## config.mk

```make
export PLATFORM = sky130hd
export DESIGN_NAME = dgp_top
export DESIGN_NICKNAME = d
export VERILOG_FILES = /design/src/design/dgp_pkg.sv /design/src/design/dgp_top.sv
export SDC_FILE = /design/constraint.sdc
export NUM_CORES = 1
export LEC_CHECK = 0
export ABC_AREA = 1
export BUFFER_PORTS_ARGS = -buffer_cell sky130_fd_sc_hd__buf_2
export CORE_MARGIN = 3
export CORE_UTILIZATION = 51
export DETAILED_ROUTE_END_ITERATION = 10
export PLACE_DENSITY = 0.87
export SETUP_SLACK_MARGIN = 0.05
export SYNTH_ARGS = -nofsm -noshare
export SYNTH_HDL_FRONTEND = slang
export SYNTH_SLANG_ARGS = --single-unit
```

## constraint.sdc

```tcl
create_clock -name clk_i -period 4.1 [get_ports clk_i]
set_clock_uncertainty 0.1 [all_clocks]
set_input_delay 0.615 -clock clk_i [delete_from_list [all_inputs] [get_ports clk_i]]
set_output_delay 0.615 -clock clk_i [all_outputs]
set_load 0.02 [all_outputs]
```

## src/design/dgp_pkg.sv

```systemverilog
// dgp_pkg: register map, field layouts and carriers for the dual gpio block
// assumes a 32-bit classic wishbone slave with word-aligned registers
package dgp_pkg;

  localparam int unsigned FIRST_WIDTH  = 8;
  localparam int unsigned SECOND_WIDTH = 3;

  // byte addresses of the register words
  localparam logic [7:0] ADDR_FIRST_LATCH  = 8'h00;
  localparam logic [7:0] ADDR_FIRST_DIR    = 8'h04;
  localparam logic [7:0] ADDR_SECOND_LATCH = 8'h08;
  localparam logic [7:0] ADDR_SECOND_DIR   = 8'h0c;
  localparam logic [7:0] ADDR_LCD_SELECT   = 8'h10;
  localparam logic [7:0] ADDR_CONTROL      = 8'h14;

  // control register fields
  localparam int unsigned CTL_IN_CTL_BIT = 0;
  localparam int unsigned CTL_FLOAT_BIT  = 1;
  localparam int unsigned CTL_OD_LSB    = 8;

  localparam logic [7:0] DIR_RESET   = 8'h00;
  localparam logic [7:0] LATCH_RESET = 8'h00;
  localparam logic [7:0] SEL_RESET   = 8'h00;
  localparam logic [2:0] OD_RESET    = 3'h4;

  localparam logic [31:0] UNMAPPED_READ = 32'h0000_0000;

  typedef struct packed {
    logic [FIRST_WIDTH-1:0] out;
    logic [FIRST_WIDTH-1:0] oe_n;
  } dgp_first_pins_s;

  typedef struct packed {
    logic [SECOND_WIDTH-1:0] out;
    logic [SECOND_WIDTH-1:0] oe_n;
  } dgp_second_pins_s;

  typedef struct packed {
    logic [FIRST_WIDTH-1:0] seg;
    logic [FIRST_WIDTH-1:0] per_oe;
    logic [FIRST_WIDTH-1:0] per_out;
  } dgp_periph_s;

endpackage : dgp_pkg

```

## src/design/dgp_top.sv

```systemverilog
// dgp_top: two gpio ports with latch, direction, lcd mux and standby float
// assumes pins and peripheral signals are synchronous to clk_i
// Operation
// - direction one makes the pin an output driven by the latch bit
// - direction zero disables the driver; pin is an input
// - writes always update the latch; pin sees it only as output
// - ordinary read returns the latch for output pins
// - ordinary read returns the pin level for input pins
// - read-modify-write reads always return the latch
// - enabled peripheral drives the pin; read returns its level
// - peripheral input pins read the pin level; direction should be zero
// - lcd select one with input control set routes the segment output to the first port pin
// - lcd select zero gives the pin to gpio, then input control set
// - reset clears every direction bit, all pins are inputs
// - float bit one in stop or watch floats pins, input held low
// - float bit zero in standby keeps configuration and output level
// - open-drain second port pin releases instead of driving high
// - first port bits 0..7 map to pins; second port bits 0..2
//
// Decided for this implementation: the address map and the Wishbone slave port.
`timescale 1ns/1ps
module dgp_top
  import dgp_pkg::*;
(
  input  wire logic                    clk_i,
  input  wire logic                    rst_i,
  input  wire logic                    wb_cyc_i,
  input  wire logic                    wb_stb_i,
  input  wire logic                    wb_we_i,
  input  wire logic [7:0]              wb_adr_i,
  input  wire logic [3:0]              wb_sel_i,
  input  wire logic [31:0]             wb_dat_i,
  input  wire logic                    rmw_read_i,
  output logic      [31:0]             wb_dat_o,
  output logic                         wb_ack_o,
  input  wire logic                    standby_i,
  input  wire dgp_periph_s             periph_i,
  input  wire logic [FIRST_WIDTH-1:0]  first_pin_i,
  input  wire logic [SECOND_WIDTH-1:0] second_pin_i,
  output dgp_first_pins_s              first_pins_o,
  output dgp_second_pins_s             second_pins_o,
  output logic [FIRST_WIDTH-1:0]       first_in_o,
  output logic [SECOND_WIDTH-1:0]      second_in_o
);

  logic [FIRST_WIDTH-1:0]  first_latch_q;
  logic [FIRST_WIDTH-1:0]  first_dir_q;
  logic [SECOND_WIDTH-1:0] second_latch_q;
  logic [SECOND_WIDTH-1:0] second_dir_q;
  logic [FIRST_WIDTH-1:0]  lcd_sel_q;
  logic                    in_ctl_q;
  logic                    float_sel_q;
  logic [SECOND_WIDTH-1:0] od_q;
  logic                    ack_q;
  logic [31:0]             rdata_q;
  logic [31:0]             rdata_d;
  logic                    req;
  logic                    wr;
  logic                    float_all;
  logic [FIRST_WIDTH-1:0]  first_pad;
  logic [SECOND_WIDTH-1:0] second_pad;

  // one-wait-state slave: ack rises the cycle after the request, then drops
  assign req       = wb_cyc_i && wb_stb_i && !ack_q;
  assign wr        = req && wb_we_i && wb_sel_i[0];
  assign float_all = standby_i && float_sel_q;

  always_ff @(posedge clk_i) begin
    if (rst_i) begin
      first_dir_q  <= DIR_RESET;
      second_dir_q <= DIR_RESET[SECOND_WIDTH-1:0];
    end else if (wr && wb_adr_i == ADDR_FIRST_DIR) begin
      first_dir_q <= wb_dat_i[FIRST_WIDTH-1:0];
    end else if (wr && wb_adr_i == ADDR_SECOND_DIR) begin
      second_dir_q <= wb_dat_i[SECOND_WIDTH-1:0];
    end
  end

  always_ff @(posedge clk_i) begin
    if (rst_i) begin
      first_latch_q  <= LATCH_RESET;
      second_latch_q <= LATCH_RESET[SECOND_WIDTH-1:0];
    end else if (wr && wb_adr_i == ADDR_FIRST_LATCH) begin
      first_latch_q <= wb_dat_i[FIRST_WIDTH-1:0];
    end else if (wr && wb_adr_i == ADDR_SECOND_LATCH) begin
      second_latch_q <= wb_dat_i[SECOND_WIDTH-1:0];
    end
  end

  always_ff @(posedge clk_i) begin
    if (rst_i) begin
      lcd_sel_q   <= SEL_RESET;
      in_ctl_q    <= 1'b0;
      float_sel_q <= 1'b0;
      od_q        <= OD_RESET;
    end else if (wr && wb_adr_i == ADDR_LCD_SELECT) begin
      lcd_sel_q <= wb_dat_i[FIRST_WIDTH-1:0];
    end else if (wr && wb_adr_i == ADDR_CONTROL) begin
      in_ctl_q    <= wb_dat_i[CTL_IN_CTL_BIT];
      float_sel_q <= wb_dat_i[CTL_FLOAT_BIT];
      if (wb_sel_i[1]) begin
        od_q <= wb_dat_i[CTL_OD_LSB +: SECOND_WIDTH];
      end
    end
  end

  // pin drive per bit; the oe is active low, low means the pin is driven
  // lcd routing needs the input control bit so a half-set mux never drives
  genvar gi;
  generate
    for (gi = 0; gi < FIRST_WIDTH; gi++) begin : g_first
      logic lcd_on;
      assign lcd_on = lcd_sel_q[gi] && in_ctl_q;
      always_comb begin
        first_pins_o.out[gi]  = first_latch_q[gi];
        first_pins_o.oe_n[gi] = !first_dir_q[gi];
        if (lcd_on) begin
          first_pins_o.out[gi]  = periph_i.seg[gi];
          first_pins_o.oe_n[gi] = 1'b0;
        end else if (periph_i.per_oe[gi]) begin
          first_pins_o.out[gi]  = periph_i.per_out[gi];
          first_pins_o.oe_n[gi] = 1'b0;
        end
        if (float_all) begin
          first_pins_o.oe_n[gi] = 1'b1;
        end
      end
      // while driven the pad reflects our own drive, so reads see it
      assign first_pad[gi] = first_pins_o.oe_n[gi] ? first_pin_i[gi]
                                                   : first_pins_o.out[gi];
    end
    for (gi = 0; gi < SECOND_WIDTH; gi++) begin : g_second
      logic drive;
      assign drive = second_dir_q[gi] && !float_all;
      always_comb begin
        second_pins_o.out[gi]  = second_latch_q[gi];
        second_pins_o.oe_n[gi] = !drive;
        if (od_q[gi] && second_latch_q[gi]) begin
          second_pins_o.oe_n[gi] = 1'b1;
        end
      end
      assign second_pad[gi] = second_pins_o.oe_n[gi] ? second_pin_i[gi]
                                                     : second_pins_o.out[gi];
    end
  endgenerate

  // inputs are blocked low while floated, so an open pin cannot leak
  assign first_in_o  = float_all ? '0 : first_pad;
  assign second_in_o = float_all ? '0 : second_pad;

  always_comb begin
    rdata_d = UNMAPPED_READ;
    case (wb_adr_i)
      ADDR_FIRST_LATCH: begin
        if (rmw_read_i) begin
          rdata_d[FIRST_WIDTH-1:0] = first_latch_q;
        end else begin
          rdata_d[FIRST_WIDTH-1:0] = (first_dir_q & first_latch_q)
                                   | (~first_dir_q & first_in_o);
          rdata_d[FIRST_WIDTH-1:0] = (periph_i.per_oe & periph_i.per_out)
                                   | (~periph_i.per_oe
                                      & rdata_d[FIRST_WIDTH-1:0]);
        end
      end
      ADDR_FIRST_DIR: rdata_d[FIRST_WIDTH-1:0] = first_dir_q;
      ADDR_SECOND_LATCH: begin
        if (rmw_read_i) begin
          rdata_d[SECOND_WIDTH-1:0] = second_latch_q;
        end else begin
          rdata_d[SECOND_WIDTH-1:0] = (second_dir_q & second_latch_q)
                                    | (~second_dir_q & second_in_o);
        end
      end
      ADDR_SECOND_DIR: rdata_d[SECOND_WIDTH-1:0] = second_dir_q;
      ADDR_LCD_SELECT: rdata_d[FIRST_WIDTH-1:0] = lcd_sel_q;
      ADDR_CONTROL: begin
        rdata_d[CTL_IN_CTL_BIT]               = in_ctl_q;
        rdata_d[CTL_FLOAT_BIT]                = float_sel_q;
        rdata_d[CTL_OD_LSB +: SECOND_WIDTH]   = od_q;
      end
      default: rdata_d = UNMAPPED_READ;
    endcase
  end

  always_ff @(posedge clk_i) begin
    if (rst_i) begin
      ack_q   <= 1'b0;
      rdata_q <= UNMAPPED_READ;
    end else begin
      ack_q <= req;
      if (req && !wb_we_i) begin
        rdata_q <= rdata_d;
      end
    end
  end

  assign wb_ack_o = ack_q;
  assign wb_dat_o = rdata_q;

  // level an ordinary first-port read should return with timers off
  logic [FIRST_WIDTH-1:0] first_rd_exp;
  assign first_rd_exp = (first_dir_q & first_latch_q)
                      | (~first_dir_q & first_in_o);
endmodule : dgp_top

```

==> results of run 1 <==
[synthesized netlist by cell type, types with 4 or more instances]
master / number / area share [%]
inv_1: 69 / 8.2
dfxtp_1: 47 / 30
nor2_1: 21 / 2.5
a21oi_1: 59 / 9.4
nand3_2: 5 / 1.6
nand2_2: 5 / 0.99
inv_2: 11 / 1.3
o22ai_1: 5 / 0.99
buf_4: 22 / 5.2
o21ai_0: 12 / 1.9
nand2_1: 142 / 17
nor2_4: 4 / 1.4
clkbuf_1: 7 / 0.83
o21ai_1: 23 / 3.7
nand3_1: 50 / 7.9
nor2_2: 4 / 0.79
[routing by layer]
metal	vias up	global-route usage (%)	share of wire [%]
met5	-	0	0
met4	0	7.77	1.4
met3	11	4.32	7.6
met2	134	42.2	49
met1	1592	28.5	42
li1	1787	-	-
[state kept, by name, indices dropped and copies added, names as in the netlist]
signal          cells
in_ctl_q            1
wb_ack_o            1
first_dir_q         8
float_sel_q         1
wb_dat_o           11
od_q                3
second_dir_q        3
first_latch_q       8
lcd_sel_q           8
second_latch_q      3
[layout by cell type (no fill, tap or decap), types with 11 or more instances in the layout]
master | Yosys | routed
nand3_1 | 50 | 50
conb_1 | 1 | 21
a21oi_1 | 59 | 59
o21ai_1 | 23 | 23
inv_2 | 11 | 11
inv_1 | 69 | 69
buf_2 | 1 | 107
o21ai_0 | 12 | 12
nor2_1 | 21 | 21
nand2_1 | 142 | 142
dfxtp_1 | 47 | 47
[kinds of logic after synthesis]
| logic type | share of synthesized area [%] |
|---|---|
| DFF | 29.9 |
| AOI/OAI and AO/OA | 17.9 |
| other | 0.119 |
| buffers and inverters | 17.3 |
| and+or+nand+nor | 34.8 |
[metrics by stage]
| step | hold WS [ns] | cells | worst slack (ns) | cell area [um2] |
|---|---|---|---|---|
| 2_1_floorplan | 0.352 | 528 | 2.07 | 3220 |
| 3_3_place_gp | 0.349 | 675 | 1.53 | 3630 |
| 3_5_place_dp | 0.359 | 675 | 1.50 | 3630 |
| 4_1_cts | 0.373 | 683 | 1.46 | 3760 |
| 5_1_grt | 0.401 | 683 | 1.30 | 3760 |
| 6_report | 0.369 | 683 | 1.45 | 3760 |
[final cells by class]
type	count	area, um2	share of cell area, %
sequential	47	941	25.0
clock inverter	2	60.1	1.60
timing repair buffer	107	536	14.2
clock buffer	6	72.6	1.93
tap	72	90.1	2.40
inverter	84	322	8.56
multi-input combinational	365	1740	46.2
[worst min-delay path: stages (launching register included)]
cell	delay, ns
dfxtp_1	0.32
nand2_1	0.06
a21oi_1	0.05
[report_power, final]
group / internal (mW) / leakage (nW) / switching (mW)
clock network: 0.244 / 0.0654 / 0.157
logic: 0.0598 / 1.54 / 0.120
registers: 0.457 / 0.379 / 0.000262
total: 0.760 / 1.99 / 0.278
[path summary, 6_finish.rpt]
kind | from | end | slack, ns | cells past startpoint
worst min register to register | wb_dat_o[3]$_SDFFE_PP0P_ | wb_dat_o[3]$_SDFFE_PP0P_ | 0.37 | 2
worst max register to register | in_ctl_q$_SDFFE_PP0P_ | wb_dat_o[0]$_SDFFE_PP0P_ | 2.03 | 12
worst min-delay path | wb_dat_o[3]$_SDFFE_PP0P_ | wb_dat_o[3]$_SDFFE_PP0P_ | 0.37 | 2
worst max-delay path | in_ctl_q$_SDFFE_PP0P_ | first_in_o[0] | 1.45 | 7
==> impl_metrics.tcl, run 1 <==
set metrics [dict create \
    detail_route.wl_per_cell_um 12.6 \
    powerDensity_mw_per_mm2 276 \
    hold_viol 0 \
    grt_pass1_wl_mm 14.4 \
    antenna_found_initial 0 \
    min_period_ns 2.65 \
    async_reset_ff_share_pct 0 \
    htreeDepth 2 \
    hp-class "flip-flop to flip-flop" \
    track_usage_pct 23.7 \
    crit_path_max_incr_delay_ns 0.76 \
    setup_viol 0 \
    critPathRequiredTime_ns 3.38 \
    coreArea_mm2 0.00574 \
    first_pass_iters 5 \
    crit_top_cell "nand2_1" \
    fin_crit_sh_pct 64.7 \
    fp.dieW_um 84.6 \
    cellLeakagePower_nw 1.99 \
    tritoncts "built" \
    critPathSlowestCell "dfxtp_1" \
    arrival_ns 1.94 \
    rows 27 \
    place_congestion 0.898 \
    io_buffers 107 \
    fmax_mhz 377 \
    ys_ff_latch 47 \
    dieArea_mm2 0.00715 \
    drt_iter0_markers 255 \
    synth_area_mm2 0.00315 \
    synth_flop_cell "dfxtp_1" \
    rsz0062_at_grt "false" \
    drive_gt1_share_pct 24.7 \
    path_buf_inv 2 \
    cts.repair.resized 0 \
    critPathLaunchType "flip-flop" \
    die_h_um 84.6 \
    postRouteAntennaNets 0 \
    crit_path_end_kind "output port" \
    ys_warn_count 0 \
    root_buffer "clkbuf_8" \
    final_nets 696 \
    drt-total-wl_mm 8.61 \
    grt_max_degree 31 \
    syn2layout_area_growth_pct 19.4 \
    drv_cap 0 \
    cp_top_family "flip-flops" \
    p_total_mw 1.04 \
    netlist_instances 508 \
    vias 3524 \
    critPathKind "flip-flop to output port" \
    post-route-util_pct 65.4 \
    cp_max_fo 17 \
    slew_violations 0 \
    tightest_slew_ns 0.791 \
    yosysSeqAreaShare_pct 29.9 \
    tns_ns 0 \
    ctsHoldBuffers 0 \
    initial_utilization_pct 54.8 \
    irDropWorstVdd_mv 0.164 \
    nFillCells 526 \
    synth_edf_count 0 \
    cp_cell_sequence "nand2_1 > or2_0 > nand2_1 > nand2_1 > nand2_1 > inv_1 > buf_2" \
    max-clock-path-buffers 2 \
    overflow 0 \
    numCtsBuffers 5 \
    first_global_vias 3380 \
    path_clk_slew_ns 0.09 \
    relSlewSlack_pct 47.2 \
    viasPerCell 5.16 \
    ys_types 31 \
    clock_latency_ns 0.30 \
    n_antenna_cell 0 \
    io_pins 152 \
    numClockSinks 47 \
    post_cts_buffers 0 \
    drc 0 \
    place_hpwl_mm 6.47 \
    synth.avg_cell_area_um2 6.20 \
    outcome "completed" \
]
Power figures use the tool's default switching activity.
==> inputs of run 2 (changes only) <==
--- a/config.mk
+++ b/config.mk
@@ -5,12 +5,12 @@
 export SDC_FILE = /design/constraint.sdc
 export NUM_CORES = 1
 export LEC_CHECK = 0
-export ABC_AREA = 1
+export ABC_AREA = 0
 export BUFFER_PORTS_ARGS = -buffer_cell sky130_fd_sc_hd__buf_2
 export CORE_MARGIN = 3
-export CORE_UTILIZATION = 51
+export CORE_UTILIZATION = 47
 export DETAILED_ROUTE_END_ITERATION = 10
-export PLACE_DENSITY = 0.87
+export PLACE_DENSITY = 0.82
 export SETUP_SLACK_MARGIN = 0.05
 export SYNTH_ARGS = -nofsm -noshare
 export SYNTH_HDL_FRONTEND = slang
==> constraint.sdc (replaced) <==
create_clock -name clk_i -period 2.5 [get_ports clk_i]
set_clock_uncertainty 0.1 [all_clocks]
set_input_delay 0.375 -clock clk_i [delete_from_list [all_inputs] [get_ports clk_i]]
set_output_delay 0.375 -clock clk_i [all_outputs]
set_load 0.02 [all_outputs]
==> run 2 against run 1 <==
Compared with the run above:
- sequential power rose by 64%
- sequential share of layout area barely moved
- clock-buffer cell count did not move
- non-clock buffer count rose by 11
- area after synthesis fell by 2.5%
- clock power rose by 49%
- combinational power rose by 53%
- sequential cell count did not move
- via count fell by 6.3%
- critical path type unchanged
==> impl_metrics.tcl, run 2 <==
set metrics [dict create \
    ff2ff_setup_slack_ns 0.49 \
    critPathRequiredTime_ns 2.03 \
    tritoncts "built" \
    critPathLaunchType "flip-flop" \
    ys_warn_count 0 \
    post-route-util_pct 61.2 \
    place_congestion 0.895 \
    setup_viol 0 \
    drt-total-wl_mm 9.20 \
    numClockSinks 47 \
    n_antenna_cell 0 \
    hold_path_end "od_q[1]$_SDFFE_PP0P_" \
    drive_gt1_share_pct 27.1 \
    coreArea_mm2 0.00613 \
    rows 28 \
    hold_viol 0 \
    ys_ff_latch 47 \
    fin_area_mm2 0.00375 \
    irDropWorstVdd_mv 0.325 \
    powerDensity_mw_per_mm2 433 \
    io_buffers 107 \
    wl_met3_um 771 \
    clock_latency_ns 0.31 \
    drt_iter0_markers 159 \
    layout_common_cells "buf_2 (107), nand2_1 (58), nor2_1 (58)" \
    p_total_mw 1.62 \
    io_pins 152 \
    mostFrequentLayoutCell "buf_2" \
    route.met2.wl_mm 4.35 \
    place_hpwl_mm 6.78 \
    yosysSeqAreaShare_pct 30.6 \
    final_cells 584 \
    grt_max_degree 45 \
    grt_pass1_wl_mm 14.4 \
    setup_slack_ns 0.188 \
    fin_crit_sh_pct 92.5 \
    synth_largest_area_cell "dfxtp_1" \
    rsz0062_at_grt "false" \
    max-clock-path-buffers 2 \
    async_reset_ff_share_pct 0 \
    htreeDepth 2 \
    cp_max_fo 11 \
    place_ws_ns 0.306 \
    first_pass_iters 5 \
    cts.repair.resized 0 \
    syn2layout_area_growth_pct 22.2 \
    critPathSlowestCell "dfxtp_1" \
    min_path_cells 3 \
    drc 0 \
    place_inst 576 \
    antenna_found_initial 0 \
    drv_cap 0 \
    crit_top_cell "nand2_1" \
    largest_reg_flops 11 \
    tns_ns 0 \
    crit_path_max_incr_delay_ns 0.60 \
    vias 3303 \
    viasPerCell 5.66 \
    p_int_mw 1.17 \
    ys_types 45 \
    reg2reg_to "wb_dat_o[2]$_SDFFE_PP0P_" \
    netlist_instances 399 \
    relSlewSlack_pct 45.8 \
    power_frac_clock_pct 36.8 \
    power_frac_seq_pct 46.1 \
    synth_top_area_share_pct 30.6 \
    numCtsBuffers 5 \
    synth.avg_cell_area_um2 7.70 \
    fin_hold_ws_ns 0.208 \
    path_buf_inv 1 \
    cellLeakagePower_nw 1.65 \
    hp-class "input pin to flip-flop" \
    synth_flop_cell "dfxtp_1" \
    ctsHoldBuffers 0 \
    min_period_ns 2.31 \
    post_cts_buffers 0 \
    crit_path_end_kind "output port" \
    slew_violations 0 \
    tightest_slew_ns 0.813 \
    met1Wirelength_mm 3.84 \
    switching_share_pct 28.2 \
    top_layer "met4" \
    r2r_cells 5 \
    die_h_um 86.8 \
    root_buffer "clkbuf_8" \
    synth_area_leaders "dfxtp_1 (31%), mux2i_1 (15%), nand2_1 (7.1%)" \
    netlist_top_cells_count "nand2_1 (58), nor2_1 (58), dfxtp_1 (47)" \
    first_global_vias 3082 \
    fp.dieW_um 86.8 \
    critPathKind "flip-flop to output port" \
    fmax_mhz 433 \
    postRouteAntennaNets 0 \
    track_usage_pct 24.0 \
    p_sw_mw 0.457 \
    hp-start "wb_dat_i[9]" \
    synth_area_mm2 0.00307 \
    overflow 0 \
    detail_route.wl_per_cell_um 15.8 \
    place_area_mm2 0.00364 \
    outcome "completed" \
    dieArea_mm2 0.00754 \
    final_nets 594 \
    arrival_ns 1.84 \
    cp_top_family "flip-flops" \
    worstReg2RegStart "in_ctl_q$_SDFFE_PP0P_" \
    cp_cell_sequence "nand2_1 > a31oi_1 > nand2_1 > a21oi_1 > buf_2" \
    synth_edf_count 0 \
    initial_utilization_pct 50.1 \
    path_clk_slew_ns 0.10 \
    p_comb_share_pct 17.0 \
]
==> run 2: changes by cell type in the layout (fill, tap and decap cells not counted), moves of 11 or more <==
cell,before,now
nand2_1,142,58
inv_1,69,7
mux2i_1,0,45
a21oi_1,59,17
nand3_1,50,12
nor2_1,21,58
o21ai_1,23,0
nor2b_1,0,17
buf_4,0,11
inv_2,11,0
==> run 2: metal layers <==
metal / up-vias / global-route usage [%]
met4: 0 / 9.63
li1: 1586 / -
met3: 23 / 4.85
met2: 162 / 40.2
met5: - / 0
met1: 1532 / 30.1
==> run 2: cell families (layout without fill, tap and decap cells) <==
kind of cell / after synthesis / after routing / share of synthesized area, %
simple gates: 179 / 179 / 27.6
compound gates: 81 / 81 / 17.8
mux: 48 / 48 / 15.8
flops: 47 / 47 / 30.6
buf+inv: 43 / 133 / 8.07
other cells: 1 / 21 / 0.122
==> run 2: worst max-delay path by stage <==
stage | start | to | slack, ns | depth (start not counted)
after detailed placement | wb_adr_i[4] | wb_dat_o[0]$_SDFFE_PP0P_ | 0.31 | 6
after floorplan | in_ctl_q$_SDFFE_PP0P_ | first_in_o[3] | 0.40 | 5
after CTS | in_ctl_q$_SDFFE_PP0P_ | first_in_o[3] | 0.21 | 5
final | in_ctl_q$_SDFFE_PP0P_ | first_in_o[3] | 0.19 | 5
after global placement | wb_adr_i[5] | od_q[2]$_SDFFE_PP1P_ | 0.34 | 5
after global routing | in_ctl_q$_SDFFE_PP0P_ | first_in_o[3] | 0.06 | 5
==> run 2: layout make-up <==
class,count,area [um2]
Sequential cell,47,941
Multi-Input combinational cell,329,1960
Tap cell,75,93.8
Fill cell,555,2380
Timing Repair Buffer,118,618
Inverter,7,26.3
Clock inverter,2,35.0
Clock buffer,6,82.6
==> run 2: power by group through the flow <==
stage | Sequential (mW) | Combinational (mW) | Clock, mW
after floorplan | 0.767 | 0.181 | 0
after global placement | 0.767 | 0.268 | 0
after detailed placement | 0.767 | 0.273 | 0
after CTS | 0.749 | 0.274 | 0.601
after global routing | 0.749 | 0.301 | 0.634
final | 0.749 | 0.276 | 0.598
==> run 2: worst register-to-register path: stages, from the launching register on <==
cell	delay (ns)
dfxtp_1	0.60
nand2_1	0.24
mux2i_1	0.20
o221ai_1	0.16
a221oi_1	0.45
o41ai_1	0.12
